## src/pvt_pkg.sv

```systemverilog
package pvt_pkg;

    // ------------------------------------------------------------
    // pixel word carried to the panel
    // ------------------------------------------------------------
    localparam int CHAN_W = 8;
    localparam int RGB_W = 3 * CHAN_W;

    typedef struct packed {
        logic [CHAN_W-1:0] red;
        logic [CHAN_W-1:0] green;
        logic [CHAN_W-1:0] blue;
    } pvt_rgb_t;

    typedef struct packed {
        logic strobe;
        pvt_rgb_t rgb;
    } pvt_pix_t;

    localparam pvt_rgb_t RGB_BLACK = '{red: 8'h00, green: 8'h00, blue: 8'h00};
    localparam pvt_pix_t PIX_RESET = '{strobe: 1'b0, rgb: RGB_BLACK};

    // ------------------------------------------------------------
    // line and frame timing, in pixel clocks, lines and microseconds
    // ------------------------------------------------------------
    localparam int LINE_ACTIVE_SPAN = 960;
    localparam int HBLANK_MIN = 80;
    localparam int HBLANK_NOM = 140;
    localparam int HBLANK_MAX = 445;
    localparam int LINE_PERIOD_TOTAL_NOM = 1100;
    localparam real LINE_PERIOD_US_NOM = 14.8;
    localparam int FRAME_ACTIVE_LINES = 1080;
    localparam int VBLANK_MIN = 31;
    localparam int VBLANK_NOM = 45;

    // ------------------------------------------------------------
    // pixel clock and frame period limits
    // ------------------------------------------------------------
    localparam real PIXEL_CLOCK_MHZ_MIN = 60.0;
    localparam real PIXEL_CLOCK_MHZ_NOM = 74.25;
    localparam real PIXEL_CLOCK_MHZ_MAX = 80.0;
    localparam real FRAME_PERIOD_MS_MIN = 16.5;
    localparam real FRAME_PERIOD_MS_NOM = 16.67;
    localparam real FRAME_PERIOD_MS_MAX = 23.1;
    localparam real FRAME_RATE_HZ_NOM = 60.0;
    localparam real FRAME_RATE_HZ_MAX = 60.6;

    // ------------------------------------------------------------
    // local clock, counter widths and buffer depth
    // ------------------------------------------------------------
    localparam int REF_CLK_HZ = 10_000_000;
    localparam int PIX_CNT_W = 11;
    localparam int LINE_CNT_W = 12;
    localparam int FIFO_DEPTH = 2;

endpackage

```

## src/pvt_video_source.sv

```systemverilog
// Summary of operation
// - pixel clock runs between 60 and 80 MHz, nominally 74.25 MHz.
// - strobe stays high exactly 960 pixel clocks per line, one pixel each.
// - horizontal blanking lasts 80 to 445 pixel clocks, nominally 140.
// - nominal line period is 1100 pixel clocks, about 14.8 us.
// - every frame carries exactly 1080 lines with the strobe asserted.
// - vertical blanking lasts at least 31 whole lines, nominally 45.
// - frame period lies between 16.5 ms and 23.1 ms, nominally 16.67 ms.
// - frame rate stays at or below 60.6 Hz, nominally 60 Hz.
// - each frame period is a whole number of line periods.
// - show a black image before the panel is switched off.
// - strobe toggles every active line and is never held permanently high.
// - three 8-bit channels form each 24-bit pixel, red green blue.
module pvt_video_source #(
    parameter int ACTIVE_SPAN = pvt_pkg::LINE_ACTIVE_SPAN,
    parameter int HBLANK = pvt_pkg::HBLANK_NOM,
    parameter int ACTIVE_LINES = pvt_pkg::FRAME_ACTIVE_LINES,
    parameter int VBLANK = pvt_pkg::VBLANK_NOM,
    parameter real PIXEL_CLOCK_MHZ = pvt_pkg::PIXEL_CLOCK_MHZ_NOM,
    parameter int FIFO_W = pvt_pkg::RGB_W,
    parameter int FIFO_D = pvt_pkg::FIFO_DEPTH
) (
    input wire logic ref_clk,
    input wire logic resetn,
    input wire logic run,
    input wire logic blackReq,
    input wire logic [FIFO_W-1:0] inData,
    input wire logic inValid,
    output logic inReady,
    output logic pixelClk,
    output pvt_pkg::pvt_pix_t pixOut,
    output logic underrun,
    output logic blackDone
);

    // ------------------------------------------------------------
    // elaboration checks on the timing figures
    // ------------------------------------------------------------
    localparam int LINE_TOTAL = ACTIVE_SPAN + HBLANK;
    localparam int FRAME_LINES = ACTIVE_LINES + VBLANK;
    // whole lines only: the frame is counted in lines, never in loose pixels
    localparam real FRAME_MS = real'(LINE_TOTAL) * real'(FRAME_LINES) / (PIXEL_CLOCK_MHZ * 1000.0);
    localparam real FRAME_HZ = 1000.0 / FRAME_MS;

    generate
        if (PIXEL_CLOCK_MHZ < pvt_pkg::PIXEL_CLOCK_MHZ_MIN ||
            PIXEL_CLOCK_MHZ > pvt_pkg::PIXEL_CLOCK_MHZ_MAX) begin : gBadClk
            $error("pixel clock out of range");
        end
        if (ACTIVE_SPAN != pvt_pkg::LINE_ACTIVE_SPAN) begin : gBadSpan
            $error("active span must be 960");
        end
        if (HBLANK < pvt_pkg::HBLANK_MIN || HBLANK > pvt_pkg::HBLANK_MAX) begin : gBadHb
            $error("horizontal blanking out of range");
        end
        if (ACTIVE_LINES != pvt_pkg::FRAME_ACTIVE_LINES) begin : gBadLines
            $error("active line count must be 1080");
        end
        if (VBLANK < pvt_pkg::VBLANK_MIN) begin : gBadVb
            $error("vertical blanking too short");
        end
        if (FRAME_MS < pvt_pkg::FRAME_PERIOD_MS_MIN || FRAME_MS > pvt_pkg::FRAME_PERIOD_MS_MAX) begin : gBadFrame
            $error("frame period out of range");
        end
        if (FRAME_HZ > pvt_pkg::FRAME_RATE_HZ_MAX) begin : gBadRate
            $error("frame rate too high");
        end
        if (LINE_TOTAL >= (1 << pvt_pkg::PIX_CNT_W) || FRAME_LINES >= (1 << pvt_pkg::LINE_CNT_W)) begin : gBadW
            $error("counter too narrow");
        end
    endgenerate

    localparam logic [pvt_pkg::PIX_CNT_W-1:0] PIX_LAST = pvt_pkg::PIX_CNT_W'(LINE_TOTAL - 1);
    localparam logic [pvt_pkg::PIX_CNT_W-1:0] PIX_ACT = pvt_pkg::PIX_CNT_W'(ACTIVE_SPAN);
    localparam logic [pvt_pkg::LINE_CNT_W-1:0] LINE_LAST = pvt_pkg::LINE_CNT_W'(FRAME_LINES - 1);
    localparam logic [pvt_pkg::LINE_CNT_W-1:0] LINE_ACT = pvt_pkg::LINE_CNT_W'(ACTIVE_LINES);
    localparam int PTR_W = (FIFO_D > 1) ? $clog2(FIFO_D) : 1;
    localparam int CNT_W = $clog2(FIFO_D + 1);
    localparam logic [CNT_W-1:0] FIFO_FULL = CNT_W'(FIFO_D);
    localparam logic [PTR_W-1:0] PTR_LAST = PTR_W'(FIFO_D - 1);

    // ------------------------------------------------------------
    // pixel clock divider
    // ------------------------------------------------------------
    // the pixel clock is ref_clk / 2; data moves on its falling edge so the
    // panel samples mid-bit on the rising edge. real rate is set by ref_clk.
    logic phase_q;
    logic tick;

    assign tick = phase_q;

    always_ff @(posedge ref_clk or negedge resetn) begin
        if (!resetn) begin
            phase_q <= 1'b0;
        end else begin
            phase_q <= ~phase_q;
        end
    end

    // ------------------------------------------------------------
    // two-entry input buffer
    // ------------------------------------------------------------
    logic [FIFO_W-1:0] mem_q [FIFO_D];
    logic [PTR_W-1:0] wrPtr_q;
    logic [PTR_W-1:0] rdPtr_q;
    logic [CNT_W-1:0] count_q;
    logic push;
    logic pop;
    logic fifoValid;

    assign fifoValid = (count_q != '0);
    assign push = inValid && inReady;

    always_ff @(posedge ref_clk or negedge resetn) begin
        if (!resetn) begin
            wrPtr_q <= '0;
            rdPtr_q <= '0;
            count_q <= '0;
            inReady <= 1'b0;
        end else begin
            if (push) begin
                wrPtr_q <= (wrPtr_q == PTR_LAST) ? '0 : wrPtr_q + 1'b1;
            end
            if (pop) begin
                rdPtr_q <= (rdPtr_q == PTR_LAST) ? '0 : rdPtr_q + 1'b1;
            end
            count_q <= count_q + CNT_W'(push) - CNT_W'(pop);
            inReady <= (count_q + CNT_W'(push) - CNT_W'(pop)) != FIFO_FULL;
        end
    end

    always_ff @(posedge ref_clk) begin
        if (push) begin
            mem_q[wrPtr_q] <= inData;
        end
    end

    // ------------------------------------------------------------
    // pixel and line counters
    // ------------------------------------------------------------
    logic [pvt_pkg::PIX_CNT_W-1:0] pixCnt_q;
    logic [pvt_pkg::LINE_CNT_W-1:0] lineCnt_q;
    logic activeNow;
    logic lineEnd;
    logic frameEnd;
    logic frameStart;
    logic blackFrame_q;
    logic emitBlack;

    // the strobe falls after 960 pixels of every active line and stays low through the vertical blanking lines
    assign activeNow = run && (pixCnt_q < PIX_ACT) && (lineCnt_q < LINE_ACT);
    assign lineEnd = (pixCnt_q == PIX_LAST);
    assign frameEnd = lineEnd && (lineCnt_q == LINE_LAST);
    assign frameStart = (pixCnt_q == '0) && (lineCnt_q == '0);
    assign emitBlack = blackFrame_q || (frameStart && blackReq);
    assign pop = tick && activeNow && fifoValid && !emitBlack;

    always_ff @(posedge ref_clk or negedge resetn) begin
        if (!resetn) begin
            pixCnt_q <= '0;
            lineCnt_q <= '0;
        end else if (tick) begin
            if (!run) begin
                // synchronous clear makes the source start at pixel 0 of line 0 once run rises; run itself gates the strobe
                pixCnt_q <= '0;
                lineCnt_q <= '0;
            end else if (lineEnd) begin
                pixCnt_q <= '0;
                lineCnt_q <= frameEnd ? '0 : lineCnt_q + 1'b1;
            end else begin
                pixCnt_q <= pixCnt_q + 1'b1;
            end
        end
    end

    // ------------------------------------------------------------
    // pixel output and black-frame handling
    // ------------------------------------------------------------
    pvt_pkg::pvt_pix_t pixNext;
    pvt_pkg::pvt_rgb_t fifoRgb;

    // channel order in the word: red high byte, blue low byte
    assign fifoRgb = pvt_pkg::pvt_rgb_t'(mem_q[rdPtr_q]);
    assign pixNext.strobe = activeNow;
    assign pixNext.rgb = pop ? fifoRgb : pvt_pkg::RGB_BLACK;

    always_ff @(posedge ref_clk or negedge resetn) begin
        if (!resetn) begin
            pixOut <= pvt_pkg::PIX_RESET;
            pixelClk <= 1'b0;
            blackFrame_q <= 1'b0;
            blackDone <= 1'b0;
            underrun <= 1'b0;
        end else begin
            pixelClk <= ~phase_q;
            if (tick) begin
                pixOut <= pixNext;
                if (!run) begin
                    blackFrame_q <= 1'b0;
                end else if (frameStart) begin
                    // request is taken only at a frame boundary so a frame is never half black
                    blackFrame_q <= blackReq;
                end
            end
            // the clear follows the request at once, not the slower pixel tick
            if (!blackReq) begin
                blackDone <= 1'b0;
            end else if (tick && run && frameEnd && blackFrame_q) begin
                blackDone <= 1'b1;
            end
            // set wins over the clear taken when run goes low
            if (tick && activeNow && !fifoValid && !emitBlack) begin
                underrun <= 1'b1;
            end else if (!run) begin
                underrun <= 1'b0;
            end
        end
    end

endmodule

```

## config.mk

```make
export PLATFORM = sky130hd
export DESIGN_NAME = pvt_video_source
export DESIGN_NICKNAME = d
export VERILOG_FILES = /design/src/pvt_pkg.sv /design/src/pvt_video_source.sv
export SDC_FILE = /design/constraint.sdc
export NUM_CORES = 1
export LEC_CHECK = 0
export ABC_AREA = 1
export ABC_CLOCK_PERIOD_IN_PS = 3200
export BUFFER_PORTS_ARGS = -buffer_cell sky130_fd_sc_hd__buf_4
export CAP_MARGIN = 5
export CORE_ASPECT_RATIO = 0.7
export CORE_MARGIN = 3
export CORE_UTILIZATION = 50
export DETAILED_ROUTE_END_ITERATION = 16
export GPL_ROUTABILITY_DRIVEN = 0
export PLACE_DENSITY_LB_ADDON = 0.12
export RECOVER_POWER = 25
export SLEW_MARGIN = 20
export SYNTH_ARGS = -nofsm -noshare
export SYNTH_HDL_FRONTEND = slang
export SYNTH_SLANG_ARGS = --single-unit
```

## constraint.sdc

```tcl
create_clock -name ref_clk -period 3.2 [get_ports ref_clk]
set_input_delay 0.48 -clock ref_clk [delete_from_list [all_inputs] [get_ports ref_clk]]
set_output_delay 0.48 -clock ref_clk [all_outputs]
set_load 0.01 [all_outputs]
```

==> summary.txt <==
Run status
  • Outcome: complete, no violations

Timing
  • Setup WS post-layout: between 0.9 and 1 ns
  • Final worst path period share: 69.4%
  • Actual slew at the worst max-slew pin: roughly 1.5 ns
  • Minimum hold slack: 0.349 ns
  • Final min period: roughly 2.2 ns
  • RSZ-0062 raised after global routing: false
  • Slew headroom: 1.52%
  • Achievable Freq: 450 MHz
  • Final Hold Fails: 0
  • Finish-stage setup viols: 0
  • Final-report max-slew violation count: 0
  • Skew final: 0.00635 ns
  • Setup tns final: 0 ns

GRT
  • GRT Overall Usage: roughly a fifth
  • First-pass GRT wire length: 16000 um
  • GRT overflow: 0
  • Vias in the first global route: 3278
  • Met2 Use GR: 29.7%
  • Met1 GRT Util: between 20% and 30%
  • Gr busiest metal: met2
  • M3 GR Usage: under 10%
  • Largest net degree at the start of global routing: 58
  • Initial antenna violation count: 0

Routing
  • DR WL/cell: 14.2 um
  • Drt drc: 0
  • Drt via density: 5.01
  • Initial DRT Pass Iterations: 4
  • Final WL: 9630 um
  • Routed vias: 3384
  • DR iter-0 viols: 197
  • Antenna-violating nets left: 0

Power and ir drop
  • Leakage: between 2 and 3 nW
  • Max IR drop VDD: approximately 0.00046 V
  • PwrDens: 730 nW/um^2

Die
  • Die area: 10500 um^2
  • Row cnt: 28
  • Die span in x: roughly 120 um
  • Starting Density: about 53%
  • # IOs: 58
  • Die height: 86.7 um
  • Total core area: ~9000 um^2

CTS
  • Clock latency reported for the late side of the worst-skew pair: approximately 0.34 ns
  • Clock Tree Root: clkbuf_16
  • Post_cts resized: 0
  • Number of post-CTS setup repair buffers: 0
  • Hold-fix buffers at CTS: 0
  • CTS tree: yes
  • H-tree depth: 3
  • Clk sink count: 105
  • CTS buffer count: 9
  • CTS Buffer Depth: 2
  • Clock-pin slew on the worst setup and hold paths: around 0.06 ns

Worst hold path
  • Hold endpoint: mem_q[0][17]$_DFFE_PP_
  • Hold path depth: 1
  • HP Class: in2reg
  • Hold path startpoint: inData[17]

Setup path
  • CP startpoint kind: register
  • Required time worst endpoint: around 3.4 ns
  • CP endpoint kind: register
  • Crit path arrival time: 2.44 ns
  • Worst-path fanout max: 8
  • Setup CP Type: reg2reg
  • Worst R2R End: inReady$_DFF_PN0_
  • RR Startpoint: lineCnt_q[0]$_DFFE_PN0P_
  • R2R cell count: 12
  • R2R setup slack: 0.98 ns

Place
  • Setup slack at placement: 0.963 ns
  • Hpwl dp: between 6000 and 7000 um
  • Port bufs: 57

Synth
  • Flops & latches, synth: 105
  • Largest cells by area after synthesis: edfxtp_1, dfrtp_1, nand2_1
  • Distinct cell type count after synthesis: 33
  • Synthesized Nets: 528
  • Synth top area share: between 30% and 40%
  • Seq/Total Area, Yosys: between 60% and 70%
  • Post-Syn Area: around 4700 um^2
  • Main synth FF type: dfrtp_1
  • Mapped Cells: 493
  • Ys async rst share: 54.3%
  • Area leader, netlist: edfxtp_1
  • Yosys warns: 0
  • Post-synth EDFFs: 48
  • Synthesized area per cell: roughly 9.4 um^2

Cells and area
  • # diodes: 0
  • Layout Utilization: 61.9%
  • Share of cells above drive strength 1: 14.4%
  • Layout area overhead: 16.6%
  • Fin nets: 587

Flow run
  • MaxCap Viol Count: 0
## through the flow
stage	cell area, um^2	total power [mW]	instances
2_1_floorplan	4650	2.54	493
3_3_place_gp	5180	2.90	661
3_5_place_dp	5180	2.94	661
4_1_cts	5470	4.01	676
5_1_grt	5430	4.21	676
6_report	5430	3.96	676
## critical path, cell delays in order (launching register included)
cell	delay (ns)
dfrtp_1	0.46
inv_1	0.11
ha_1	0.17
nand3_1	0.07
nor2_1	0.14
nand4_1	0.14
nand2_1	0.22
nor2_8	0.04
ha_1	0.27
inv_1	0.04
ha_1	0.18
xnor2_1	0.19
nand2_1	0.07
## how the worst max path moves through the flow
stage               cells past startpoint                startpoint                 to  slack, ns
global route                           12  lineCnt_q[0]$_DFFE_PN0P_  inReady$_DFF_PN0_       0.78
global placement                       12  lineCnt_q[0]$_DFFE_PN0P_  inReady$_DFF_PN0_       1.05
floorplan                              13  lineCnt_q[0]$_DFFE_PN0P_  inReady$_DFF_PN0_       1.01
finish                                 12  lineCnt_q[0]$_DFFE_PN0P_  inReady$_DFF_PN0_       0.98
CTS                                    12  lineCnt_q[0]$_DFFE_PN0P_  inReady$_DFF_PN0_       0.98
detailed placement                     12  lineCnt_q[0]$_DFFE_PN0P_  inReady$_DFF_PN0_       0.96
## cell usage in the layout (no fill, tap or decap), drive strengths merged
cell type / instances
nand3b: 2
buf: 37
nand2: 209
inv: 31
o21bai: 1
o21ai: 6
nand3: 26
nand4: 4
clkbuf: 39
dfrtp: 57
o22ai: 1
a21oi: 7
ha: 6
nor3b: 2
clkinv: 2
a22o: 1
or2: 1
xor2: 8
a31oi: 2
edfxtp: 48
nor3: 9
xnor2: 5
bufinv: 1
nor2: 51
## cells in the mapped netlist, drive strengths merged, types with 2 or more instances
master    n
o21ai     6
nor3b     2
nand4     4
ha        6
clkbuf    8
nand3    26
inv      31
nor3      9
nor2     51
a31oi     2
xor2      8
buf       6
edfxtp   48
clkinv    2
a21oi     7
nand3b    2
nand2   209
xnor2     5
dfrtp    57
## power by group
group / total (mW) / internal, mW / leakage (nW) / switching [mW]
registers: 1.86 / 1.72 / 1.20 / 0.134
logic: 1.04 / 0.394 / 1.19 / 0.643
clock network: 1.06 / 0.625 / 0.137 / 0.440
## per-layer routing
metal	vias up	share of wire [%]
met3	12	6.0
met1	1580	49
li1	1689	-
met5	-	0
met2	103	44
met4	0	1.3
## final cells by class
| cell class | count | area [um^2] |
|---|---|---|
| Sequential cell | 105 | 2870 |
| Clock inverter | 1 | 30.0 |
| Clock buffer | 14 | 254 |
| Tap cell | 120 | 150 |
| Fill cell | 752 | 3330 |
| Inverter | 33 | 124 |
| Timing Repair Buffer | 62 | 422 |
| Multi-Input combinational cell | 341 | 1580 |
## sequential cells by signal, indices dropped and copies added, names as in the netlist
register / count
rdPtr_q: 1
lineCnt_q: 12
blackFrame_q: 1
count_q: 2
wrPtr_q: 1
pixCnt_q: 11
underrun: 1
mem_q: 48
pixelClk: 1
pixOut: 25
inReady: 1
blackDone: 1
## logic make-up (layout without fill, tap and decap cells)
family / after synthesis / in the layout / synth area share [%]
AND/OR/NAND/NOR: 304 / 304 / 27.6
flip-flops: 105 / 105 / 61.6
buffers and inverters: 47 / 110 / 4.60
AO/OA/AOI/OAI: 18 / 18 / 2.15
XOR/XNOR: 13 / 13 / 2.45
adder cells (fa/ha/maj): 6 / 6 / 1.61
Note: power is estimated with default switching activity, not from simulation.
